## config.mk

```make
export PLATFORM = sky130hd
export DESIGN_NAME = tone_modulator
export DESIGN_NICKNAME = d
export VERILOG_FILES = /design/src/pkg/tone_pkg.sv /design/src/design/tone_modulator.sv /design/src/design/tone_divider.sv
export SDC_FILE = /design/constraint.sdc
export NUM_CORES = 1
export LEC_CHECK = 0
export ABC_AREA = 0
export BUFFER_PORTS_ARGS = -buffer_cell sky130_fd_sc_hd__clkbuf_2
export CORE_MARGIN = 5
export CORE_UTILIZATION = 65
export DETAILED_ROUTE_END_ITERATION = 10
export MAX_ROUTING_LAYER = met4
export PLACE_DENSITY = 0.83
export SYNTH_ARGS = -nofsm -noshare
export SYNTH_HDL_FRONTEND = slang
export SYNTH_SLANG_ARGS = --single-unit
```

## constraint.sdc

```tcl
create_clock -name clk_in -period 12.8 [get_ports clk_in]
set_clock_uncertainty 0.2 [all_clocks]
set_input_delay 2.56 -clock clk_in [delete_from_list [all_inputs] [get_ports clk_in]]
set_output_delay 2.56 -clock clk_in [all_outputs]
set_load 0.02 [all_outputs]
```

## src/pkg/tone_pkg.sv

```systemverilog
// Constants for the tone command modulator
package tone_pkg;
	// Register offsets
	localparam logic [3:0] ADDR_DATA    = 4'h0;
	localparam logic [3:0] ADDR_CONTROL = 4'h1;
	localparam logic [3:0] ADDR_STATUS  = 4'h2;
	localparam logic [3:0] ADDR_DIVIDER = 4'h3;
	// Control fields
	localparam int CTL_MODE_LSB  = 0;
	localparam int CTL_SHAPE_BIT = 2;
	localparam logic [2:0] CONTROL_RESET = 3'h0;
	// Status fields
	localparam int STS_EMPTY_BIT = 0;
	localparam int STS_FULL_BIT  = 1;
	localparam int STS_BUSY_BIT  = 2;
	// Output modes
	localparam logic [1:0] MODE_LOW        = 2'h0;
	localparam logic [1:0] MODE_HIGH       = 2'h1;
	localparam logic [1:0] MODE_HIGHZ      = 2'h2;
	localparam logic [1:0] MODE_CONTINUOUS = 2'h3;
	// Tone and symbol timing
	localparam int CLK_HZ        = 10_000_000;
	localparam int TONE_HZ       = 22_000;
	localparam int HALF_DIV_INT  = CLK_HZ / (2 * TONE_HZ);
	localparam logic [15:0] HALF_DIV_RESET = 16'(HALF_DIV_INT);
	localparam logic [5:0] BIT_PERIODS   = 6'h21;
	localparam logic [5:0] ONE_ACTIVE    = 6'h0B;
	localparam logic [5:0] ZERO_ACTIVE_S = 6'h16;
	localparam logic [3:0] LAST_BIT_IDX  = 4'h8;
	// Queue depth
	localparam int FIFO_DEPTH = 8;
	localparam int PTR_W      = 3;
endpackage

```

## src/design/tone_modulator.sv

```systemverilog
// Tone command modulator with transmit queue and register port
`timescale 1ns/1ps

// Behaviour
// - Queued bytes are sent by gating a tone near 22 kHz.
// - Tone clock is divided down from the system clock.
// - Empty and full flags are readable on the register port.
// - After reset the queue is empty, empty set, full clear.
// - Sending starts as soon as one byte is queued.
// - After the last byte and parity the block returns idle.
// - Idle keeps modulation inactive.
// - Bytes go MSB first then an odd parity bit.
// - Each bit lasts 33 tone periods.
// - Shape select 1: zero is 22 periods on, 11 off.
// - Shape select 0: zero is on for all 33 periods.
// - A one is 11 periods on, 22 off.
// - Active modulation toggles the pin at the tone rate.
// - Inactive output follows mode: 00 low, 01 high, 10 high impedance.
// - Mode 11 outputs the tone continuously.
module tone_modulator (
	input  wire logic       clk_in,     // System clock, 10 MHz
	input  wire logic       rst_n_in,   // Async reset, active low
	input  wire logic [3:0] addr_in,    // Register address
	input  wire logic [7:0] wdata_in,   // Write data
	input  wire logic       wr_in,      // Write strobe
	input  wire logic       rd_in,      // Read strobe
	output logic      [7:0] rdata_out,  // Read data, cycle after strobe
	output logic            line_o_out, // Tone line output level
	output logic            line_oe_n_out // Tone line enable, low drives
);
	typedef enum logic [0:0] {
		ST_IDLE,
		ST_SEND
	} tx_state_e;

	//////////////////////////////////////////////////////////////////////////////
	// Registers
	logic [2:0]  control_q;
	logic [15:0] half_div_q;
	logic [7:0]  fifo_mem [tone_pkg::FIFO_DEPTH];
	logic [tone_pkg::PTR_W-1:0] wr_ptr_q;
	logic [tone_pkg::PTR_W-1:0] rd_ptr_q;
	logic [tone_pkg::PTR_W:0]   count_q;
	tx_state_e   state_q;
	logic [8:0]  shift_q;
	logic [3:0]  bit_idx_q;
	logic [5:0]  period_q;
	logic        tone;
	logic        period_end;
	logic        push;
	logic        pop;
	logic        fifo_empty_flag;
	logic        fifo_full_flag;
	logic        bit_end;
	logic        active;
	logic        shape;
	logic [1:0]  output_mode_select;

	assign output_mode_select = control_q[tone_pkg::CTL_MODE_LSB +: 2];
	assign shape = control_q[tone_pkg::CTL_SHAPE_BIT];

	function automatic logic parity_odd(input logic [7:0] b);
		parity_odd = ~(^b);
	endfunction

	// Write strobe aimed at one register offset
	function automatic logic write_hit(input logic       wr,
	                                   input logic [3:0] addr,
	                                   input logic [3:0] target);
		write_hit = wr && (addr == target);
	endfunction

	//////////////////////////////////////////////////////////////////////////////
	// Tone source
	tone_divider u_div (
		.clk_in     (clk_in),
		.rst_n_in   (rst_n_in),
		.half_div_in(half_div_q),
		.tone_out   (tone),
		.period_out (period_end)
	);

	//////////////////////////////////////////////////////////////////////////////
	// Control registers
	always_ff @(posedge clk_in or negedge rst_n_in) begin
		if (!rst_n_in) begin
			control_q <= tone_pkg::CONTROL_RESET;
		end else if (write_hit(wr_in, addr_in, tone_pkg::ADDR_CONTROL)) begin
			control_q <= wdata_in[2:0];
		end
	end

	always_ff @(posedge clk_in or negedge rst_n_in) begin
		if (!rst_n_in) begin
			half_div_q <= tone_pkg::HALF_DIV_RESET;
		end else if (write_hit(wr_in, addr_in, tone_pkg::ADDR_DIVIDER) && wdata_in != 8'h00) begin
			half_div_q <= {8'h00, wdata_in};
		end
	end

	//////////////////////////////////////////////////////////////////////////////
	// Transmit queue
	// empty after reset
	assign fifo_empty_flag = (count_q == '0);
	assign fifo_full_flag = (count_q == (tone_pkg::PTR_W+1)'(tone_pkg::FIFO_DEPTH));
	assign push = write_hit(wr_in, addr_in, tone_pkg::ADDR_DATA) && !fifo_full_flag;
	assign bit_end = period_end && (period_q == tone_pkg::BIT_PERIODS - 6'h01);
	// load next byte when idle or at end of parity
	assign pop = !fifo_empty_flag &&
		(state_q == ST_IDLE || (bit_end && bit_idx_q == tone_pkg::LAST_BIT_IDX));

	always_ff @(posedge clk_in) begin
		if (push) begin
			fifo_mem[wr_ptr_q] <= wdata_in;
		end
	end

	always_ff @(posedge clk_in or negedge rst_n_in) begin
		if (!rst_n_in) begin
			wr_ptr_q <= '0;
			rd_ptr_q <= '0;
			count_q  <= '0;
		end else begin
			if (push) begin
				wr_ptr_q <= wr_ptr_q + 1'b1;
			end
			if (pop) begin
				rd_ptr_q <= rd_ptr_q + 1'b1;
			end
			if (push && !pop) begin
				count_q <= count_q + 1'b1;
			end else if (pop && !push) begin
				count_q <= count_q - 1'b1;
			end
		end
	end

	//////////////////////////////////////////////////////////////////////////////
	// Serialiser
	always_ff @(posedge clk_in or negedge rst_n_in) begin
		if (!rst_n_in) begin
			state_q   <= ST_IDLE;
			shift_q   <= 9'h000;
			bit_idx_q <= 4'h0;
			period_q  <= 6'h00;
		end else begin
			unique case (state_q)
				ST_IDLE: begin
					if (pop) begin
						shift_q   <= {fifo_mem[rd_ptr_q], parity_odd(fifo_mem[rd_ptr_q])};
						bit_idx_q <= 4'h0;
						period_q  <= 6'h00;
						state_q   <= ST_SEND;
					end
				end
				ST_SEND: begin
					if (period_end) begin
						if (bit_end) begin
							period_q <= 6'h00;
							if (bit_idx_q == tone_pkg::LAST_BIT_IDX) begin
								bit_idx_q <= 4'h0;
								if (pop) begin
									shift_q <= {fifo_mem[rd_ptr_q],
										parity_odd(fifo_mem[rd_ptr_q])};
								end else begin
									state_q <= ST_IDLE;
								end
							end else begin
								bit_idx_q <= bit_idx_q + 4'h1;
								shift_q   <= {shift_q[7:0], 1'b0};
							end
						end else begin
							period_q <= period_q + 6'h01;
						end
					end
				end
			endcase
		end
	end

	//////////////////////////////////////////////////////////////////////////////
	// Pulse shaping
	always_comb begin
		active = 1'b0;
		if (state_q == ST_SEND) begin
			if (shift_q[8]) begin
				active = period_q < tone_pkg::ONE_ACTIVE;
			end else if (shape) begin
				active = period_q < tone_pkg::ZERO_ACTIVE_S;
			end else begin
				active = 1'b1;
			end
		end
	end

	//////////////////////////////////////////////////////////////////////////////
	// Output pin
	always_ff @(posedge clk_in or negedge rst_n_in) begin
		if (!rst_n_in) begin
			line_o_out    <= 1'b0;
			line_oe_n_out <= 1'b0;
		end else if (active || output_mode_select == tone_pkg::MODE_CONTINUOUS) begin
			line_o_out    <= tone;
			line_oe_n_out <= 1'b0;
		end else begin
			line_o_out    <= (output_mode_select == tone_pkg::MODE_HIGH);
			line_oe_n_out <= (output_mode_select == tone_pkg::MODE_HIGHZ);
		end
	end

	//////////////////////////////////////////////////////////////////////////////
	// Read port
	always_ff @(posedge clk_in or negedge rst_n_in) begin
		if (!rst_n_in) begin
			rdata_out <= 8'h00;
		end else if (rd_in) begin
			unique case (addr_in)
				tone_pkg::ADDR_CONTROL: rdata_out <= {5'h00, control_q};
				tone_pkg::ADDR_STATUS: begin
					rdata_out <= 8'h00;
					rdata_out[tone_pkg::STS_EMPTY_BIT] <= fifo_empty_flag;
					rdata_out[tone_pkg::STS_FULL_BIT]  <= fifo_full_flag;
					rdata_out[tone_pkg::STS_BUSY_BIT]  <= (state_q == ST_SEND);
				end
				tone_pkg::ADDR_DIVIDER: rdata_out <= half_div_q[7:0];
				default: rdata_out <= 8'h00;
			endcase
		end else begin
			rdata_out <= 8'h00;
		end
	end
endmodule

```

## src/design/tone_divider.sv

```systemverilog
// Tone clock divider
`timescale 1ns/1ps
module tone_divider (
	input  wire logic        clk_in,       // System clock
	input  wire logic        rst_n_in,     // Async reset, active low
	input  wire logic [15:0] half_div_in,  // Clocks per half tone period
	output logic             tone_out,     // Tone square wave
	output logic             period_out    // Pulse at end of tone period
);
	logic [15:0] cnt_q;

	always_ff @(posedge clk_in or negedge rst_n_in) begin
		if (!rst_n_in) begin
			cnt_q <= 16'h0000;
		end else if (cnt_q + 16'h0001 >= half_div_in) begin
			cnt_q <= 16'h0000;
		end else begin
			cnt_q <= cnt_q + 16'h0001;
		end
	end

	always_ff @(posedge clk_in or negedge rst_n_in) begin
		if (!rst_n_in) begin
			tone_out <= 1'b0;
		end else if (cnt_q + 16'h0001 >= half_div_in) begin
			tone_out <= ~tone_out;
		end
	end

	assign period_out = (cnt_q + 16'h0001 >= half_div_in) && tone_out;
endmodule

```

==> impl_metrics.env <==
export IMPL_cts_hold_buf=0
export IMPL_whs_endpoint="shift_q[1]$_DFFE_PN0P_"
export IMPL_hp_class="flip-flop to flip-flop"
export IMPL_totalWireLength_um=12900
export IMPL_antennaDiodeCount=0
export IMPL_grt_pass1_wl_um=21200
export IMPL_cts_setup_buffers=0
export IMPL_gp_congestion=0.851
export IMPL_cts_tree="built"
export IMPL_antenna_found_initial=0
export IMPL_finalPower_w=0.00116
export IMPL_htreeDepth=4
export IMPL_drtAntennaViolNets=0
export IMPL_first_iter_violations=283
export IMPL_synth_top_area_share_pct=31.7
export IMPL_grt_setup_unrepaired="false"
export IMPL_drive_above_1_share_pct=25.1
export IMPL_start_util_pct=66.3
export IMPL_swShare_pct=29.3
export IMPL_cts_path_max_buffers=2
export IMPL_route_detailed_wl_per_inst_um=21.3
export IMPL_vias=3817
export IMPL_cp_start_kind="flip-flop"
export IMPL_routed_via_density=6.31
export IMPL_p_comb_share_pct=13.9
export IMPL_yosysSeqAreaShare_pct=59.8
export IMPL_worstPathArrival_ps=4870
export IMPL_cts_resized=0
export IMPL_io_pins=26
export IMPL_synth_distinct_cells=69
export IMPL_drv_slew=0
export IMPL_slew_headroom_pct=22.7
export IMPL_fmax_ghz=0.215
export IMPL_synthToLayoutAreaGrowth_pct=13.8
export IMPL_endpoint_kind="flip-flop"
export IMPL_finalCritPeriodShare_pct=36.4
export IMPL_synth_seq_cells=132
export IMPL_port_buffers=25
export IMPL_r2r_setup_slack_ps=8140
export IMPL_first_pass_iters=5
export IMPL_hold_depth=1
export IMPL_path_max_fanout=10
export IMPL_power_switching_w=0.000340
export IMPL_r2r_start="u_div.cnt_q[0]$_DFF_PN0_"
export IMPL_die_w_um=107
export IMPL_clkSlewWorstSetupHoldPaths_ps=70
export IMPL_clk_latency_ps=520
export IMPL_fin_cells=605
export IMPL_syn_instance_count=437
export IMPL_regToRegEndpoint="count_q[3]$_DFFE_PN0P_"
export IMPL_clock_root_buffer="clkbuf_8"
export IMPL_outcome="finished, final reports clean"
export IMPL_nets=516
export IMPL_cap_violations=0
export IMPL_grt_overflow_total=0
export IMPL_die_area_mm2=0.0114
export IMPL_p_clk_share_pct=39.5
export IMPL_hold_worst_slack_ps=294
export IMPL_synth_edf_count=64
export IMPL_setup_violations=0
export IMPL_ys_flop_type="edfxtp_1"
export IMPL_intPower_w=0.000822
export IMPL_p_leak_nw=2.81
export IMPL_dp_cells=573
export IMPL_tightest_slew_ps=1160
export IMPL_drc=0
export IMPL_cp_required_ps=13010
export IMPL_synthTopCellsByArea="edfxtp_1 (32%), dfrtp_1 (26%), mux4_2 (5.9%), ha_1 (3.7%), mux2_2 (3.0%)"
export IMPL_dp_hpwl_um=8200
export IMPL_synthArstFlopShare_pct=51.5
export IMPL_syn_area_mm2=0.00607
export IMPL_grt_max_degree=69
export IMPL_clock_sinks=132
export IMPL_die_h_um=107
export IMPL_hp_start="shift_q[1]$_DFFE_PN0P_"
export IMPL_rows=35
export IMPL_synth_avg_cell_area_um2=13.9
export IMPL_critPathKind="flip-flop to flip-flop"
export IMPL_fin_crit_ps=4660
export IMPL_track_usage_pct=25.4
export IMPL_setup_tns_ps=0
export IMPL_core_mm2=0.00915
export IMPL_p_per_area_mw_per_mm2=168
export IMPL_p_seq_share_pct=46.7
export IMPL_grt_pass1_vias=4030
export IMPL_yosysWarnings=0
export IMPL_hold_viol=0
export IMPL_post_route_util_pct=75.5
export IMPL_vdd_drop_max_mv=0.105
export IMPL_cts_made_buffers=17
export IMPL_yosys_area_top_type="edfxtp_1"
export IMPL_r2r_cells=20
-- worst max-delay path: stages (launching register included) --
cell and delay [ps]:
dfrtp_1 460, ha_1 280, nand2_1 70, nor2_1 150, xor2_1 200, ha_1 280
a21o_1 180, a21oi_1 140, o21ai_0 170, a2111oi_4 300, buf_4 240, a21oi_2 90
nor2_2 320, ha_1 280, inv_1 100, ha_1 290, a21o_1 180, a21oi_1 210
xnor2_1 180, nor2_1 80, xor2_1 140
-- how the worst max path moves through the flow --
stage	from	end	slack, ps	depth (start not counted)
floorplan	addr_in[1]	count_q[3]$_DFFE_PN0P_	7790	10
global placement	addr_in[3]	fifo_mem[0][3]$_DFFE_PP_	8030	7
detailed placement	addr_in[3]	count_q[3]$_DFFE_PN0P_	7860	13
CTS	u_div.cnt_q[0]$_DFF_PN0_	count_q[3]$_DFFE_PN0P_	8170	20
global route	u_div.cnt_q[0]$_DFF_PN0_	count_q[3]$_DFFE_PN0P_	7810	20
finish	u_div.cnt_q[0]$_DFF_PN0_	count_q[3]$_DFFE_PN0P_	8140	20
-- cell type report --
type | instances | area [µm²]
flip-flops and latches | 132 | 3630
multi-input cells | 284 | 2350
fillers | 524 | 2240
clock buffers | 17 | 414
repair buffers | 31 | 170
clock inverters | 15 | 153
well taps | 111 | 139
inverters | 15 | 56.3
-- per-layer routing --
layer	part of all wire, %	GRT usage (%)	up-vias
met5	0	-	-
met4	1.4	7.49	0
met3	5.3	6.08	21
met2	52	41.2	131
met1	41	32.4	1930
li1	-	-	1735
-- power by group through the flow --
stage	Clock, W	Sequential, W	Combinational [W]
2_1_floorplan	0	0.000530	0.000124
3_3_place_gp	0	0.000543	0.000145
3_5_place_dp	0	0.000547	0.000158
4_1_cts	0.000463	0.000541	0.000161
5_1_grt	0.000482	0.000548	0.000182
6_report	0.000459	0.000542	0.000161
-- Yosys cell counts, types with 4 or more instances --
| library cell | number |
|---|---|
| nor2_1 | 27 |
| nand2_1 | 32 |
| xor2_1 | 9 |
| nor3_1 | 11 |
| ha_1 | 18 |
| and3_2 | 7 |
| o21ai_0 | 14 |
| mux2_2 | 16 |
| inv_1 | 14 |
| mux4_2 | 16 |
| dfstp_2 | 5 |
| and3_1 | 5 |
| xnor2_1 | 11 |
| a21o_1 | 4 |
| a21oi_1 | 9 |
| dfrtp_1 | 63 |
| nor4_1 | 6 |
| o2bb2ai_1 | 10 |
| clkbuf_1 | 7 |
| nand3_1 | 15 |
| edfxtp_1 | 64 |
| nand2b_1 | 6 |
| a22oi_1 | 10 |
-- cell families (layout without fill, tap and decap cells) --
kind of cell / Yosys count / count (layout) / share of synthesized area, %
DFF: 132 / 132 / 59.8
and+or+nand+nor: 127 / 127 / 11.0
AOI/OAI and AO/OA: 73 / 73 / 10.1
muxes: 35 / 35 / 9.42
buffers and inverters: 28 / 78 / 1.96
xor gates and xnor gates: 22 / 22 / 3.63
adders and majority gates: 19 / 19 / 4.04
other: 1 / 8 / 0.0618
-- per-stage QoR --
stage | worst slack (ps) | area, µm²
finish | 8140 | 6910
global route | 7810 | 6910
CTS | 8170 | 6910
detailed placement | 7860 | 6340
global placement | 8030 | 6340
floorplan | 7790 | 6100
-- sequential cells by signal (all words and copies together) (netlist names) --
register and count:
half_div_q 8, shift_q 9, line_oe_n_out 1, u_div.cnt_q 16
rdata_out 8, state_q 1, u_div.tone_out 1, period_q 6
fifo_mem 64, bit_idx_q 4, control_q 3, count_q 4
line_o_out 1, wr_ptr_q 3, rd_ptr_q 3
-- cells in the final DEF, fill, tap and decap left out, types with 2 or more instances in the layout --
cell type   n
dfstp_2     5
or3_1       2
conb_1      8
and2_1      2
clkbuf_16  16
nor4_1      6
nand3_1    15
a32o_1      2
a21oi_1     9
clkbuf_2   24
inv_1      14
nand2_1    32
nor2_1     27
inv_8       6
o2bb2ai_1  10
nor3_1     11
nor4b_1     2
a31oi_1     2
nor3b_1     2
mux2i_1     2
and3_1      5
and3_2      7
buf_4       6
mux2_2     16
mux4_2     16
nor2b_1     3
xnor3_1     2
a21o_1      4
a22oi_1    10
edfxtp_1   64
xnor2_1    11
o21ai_0    14
inv_6       6
a21o_2      2
ha_1       18
dfrtp_1    63
nand2b_1    6
xor2_1      9
Power figures use the tool's default switching activity.
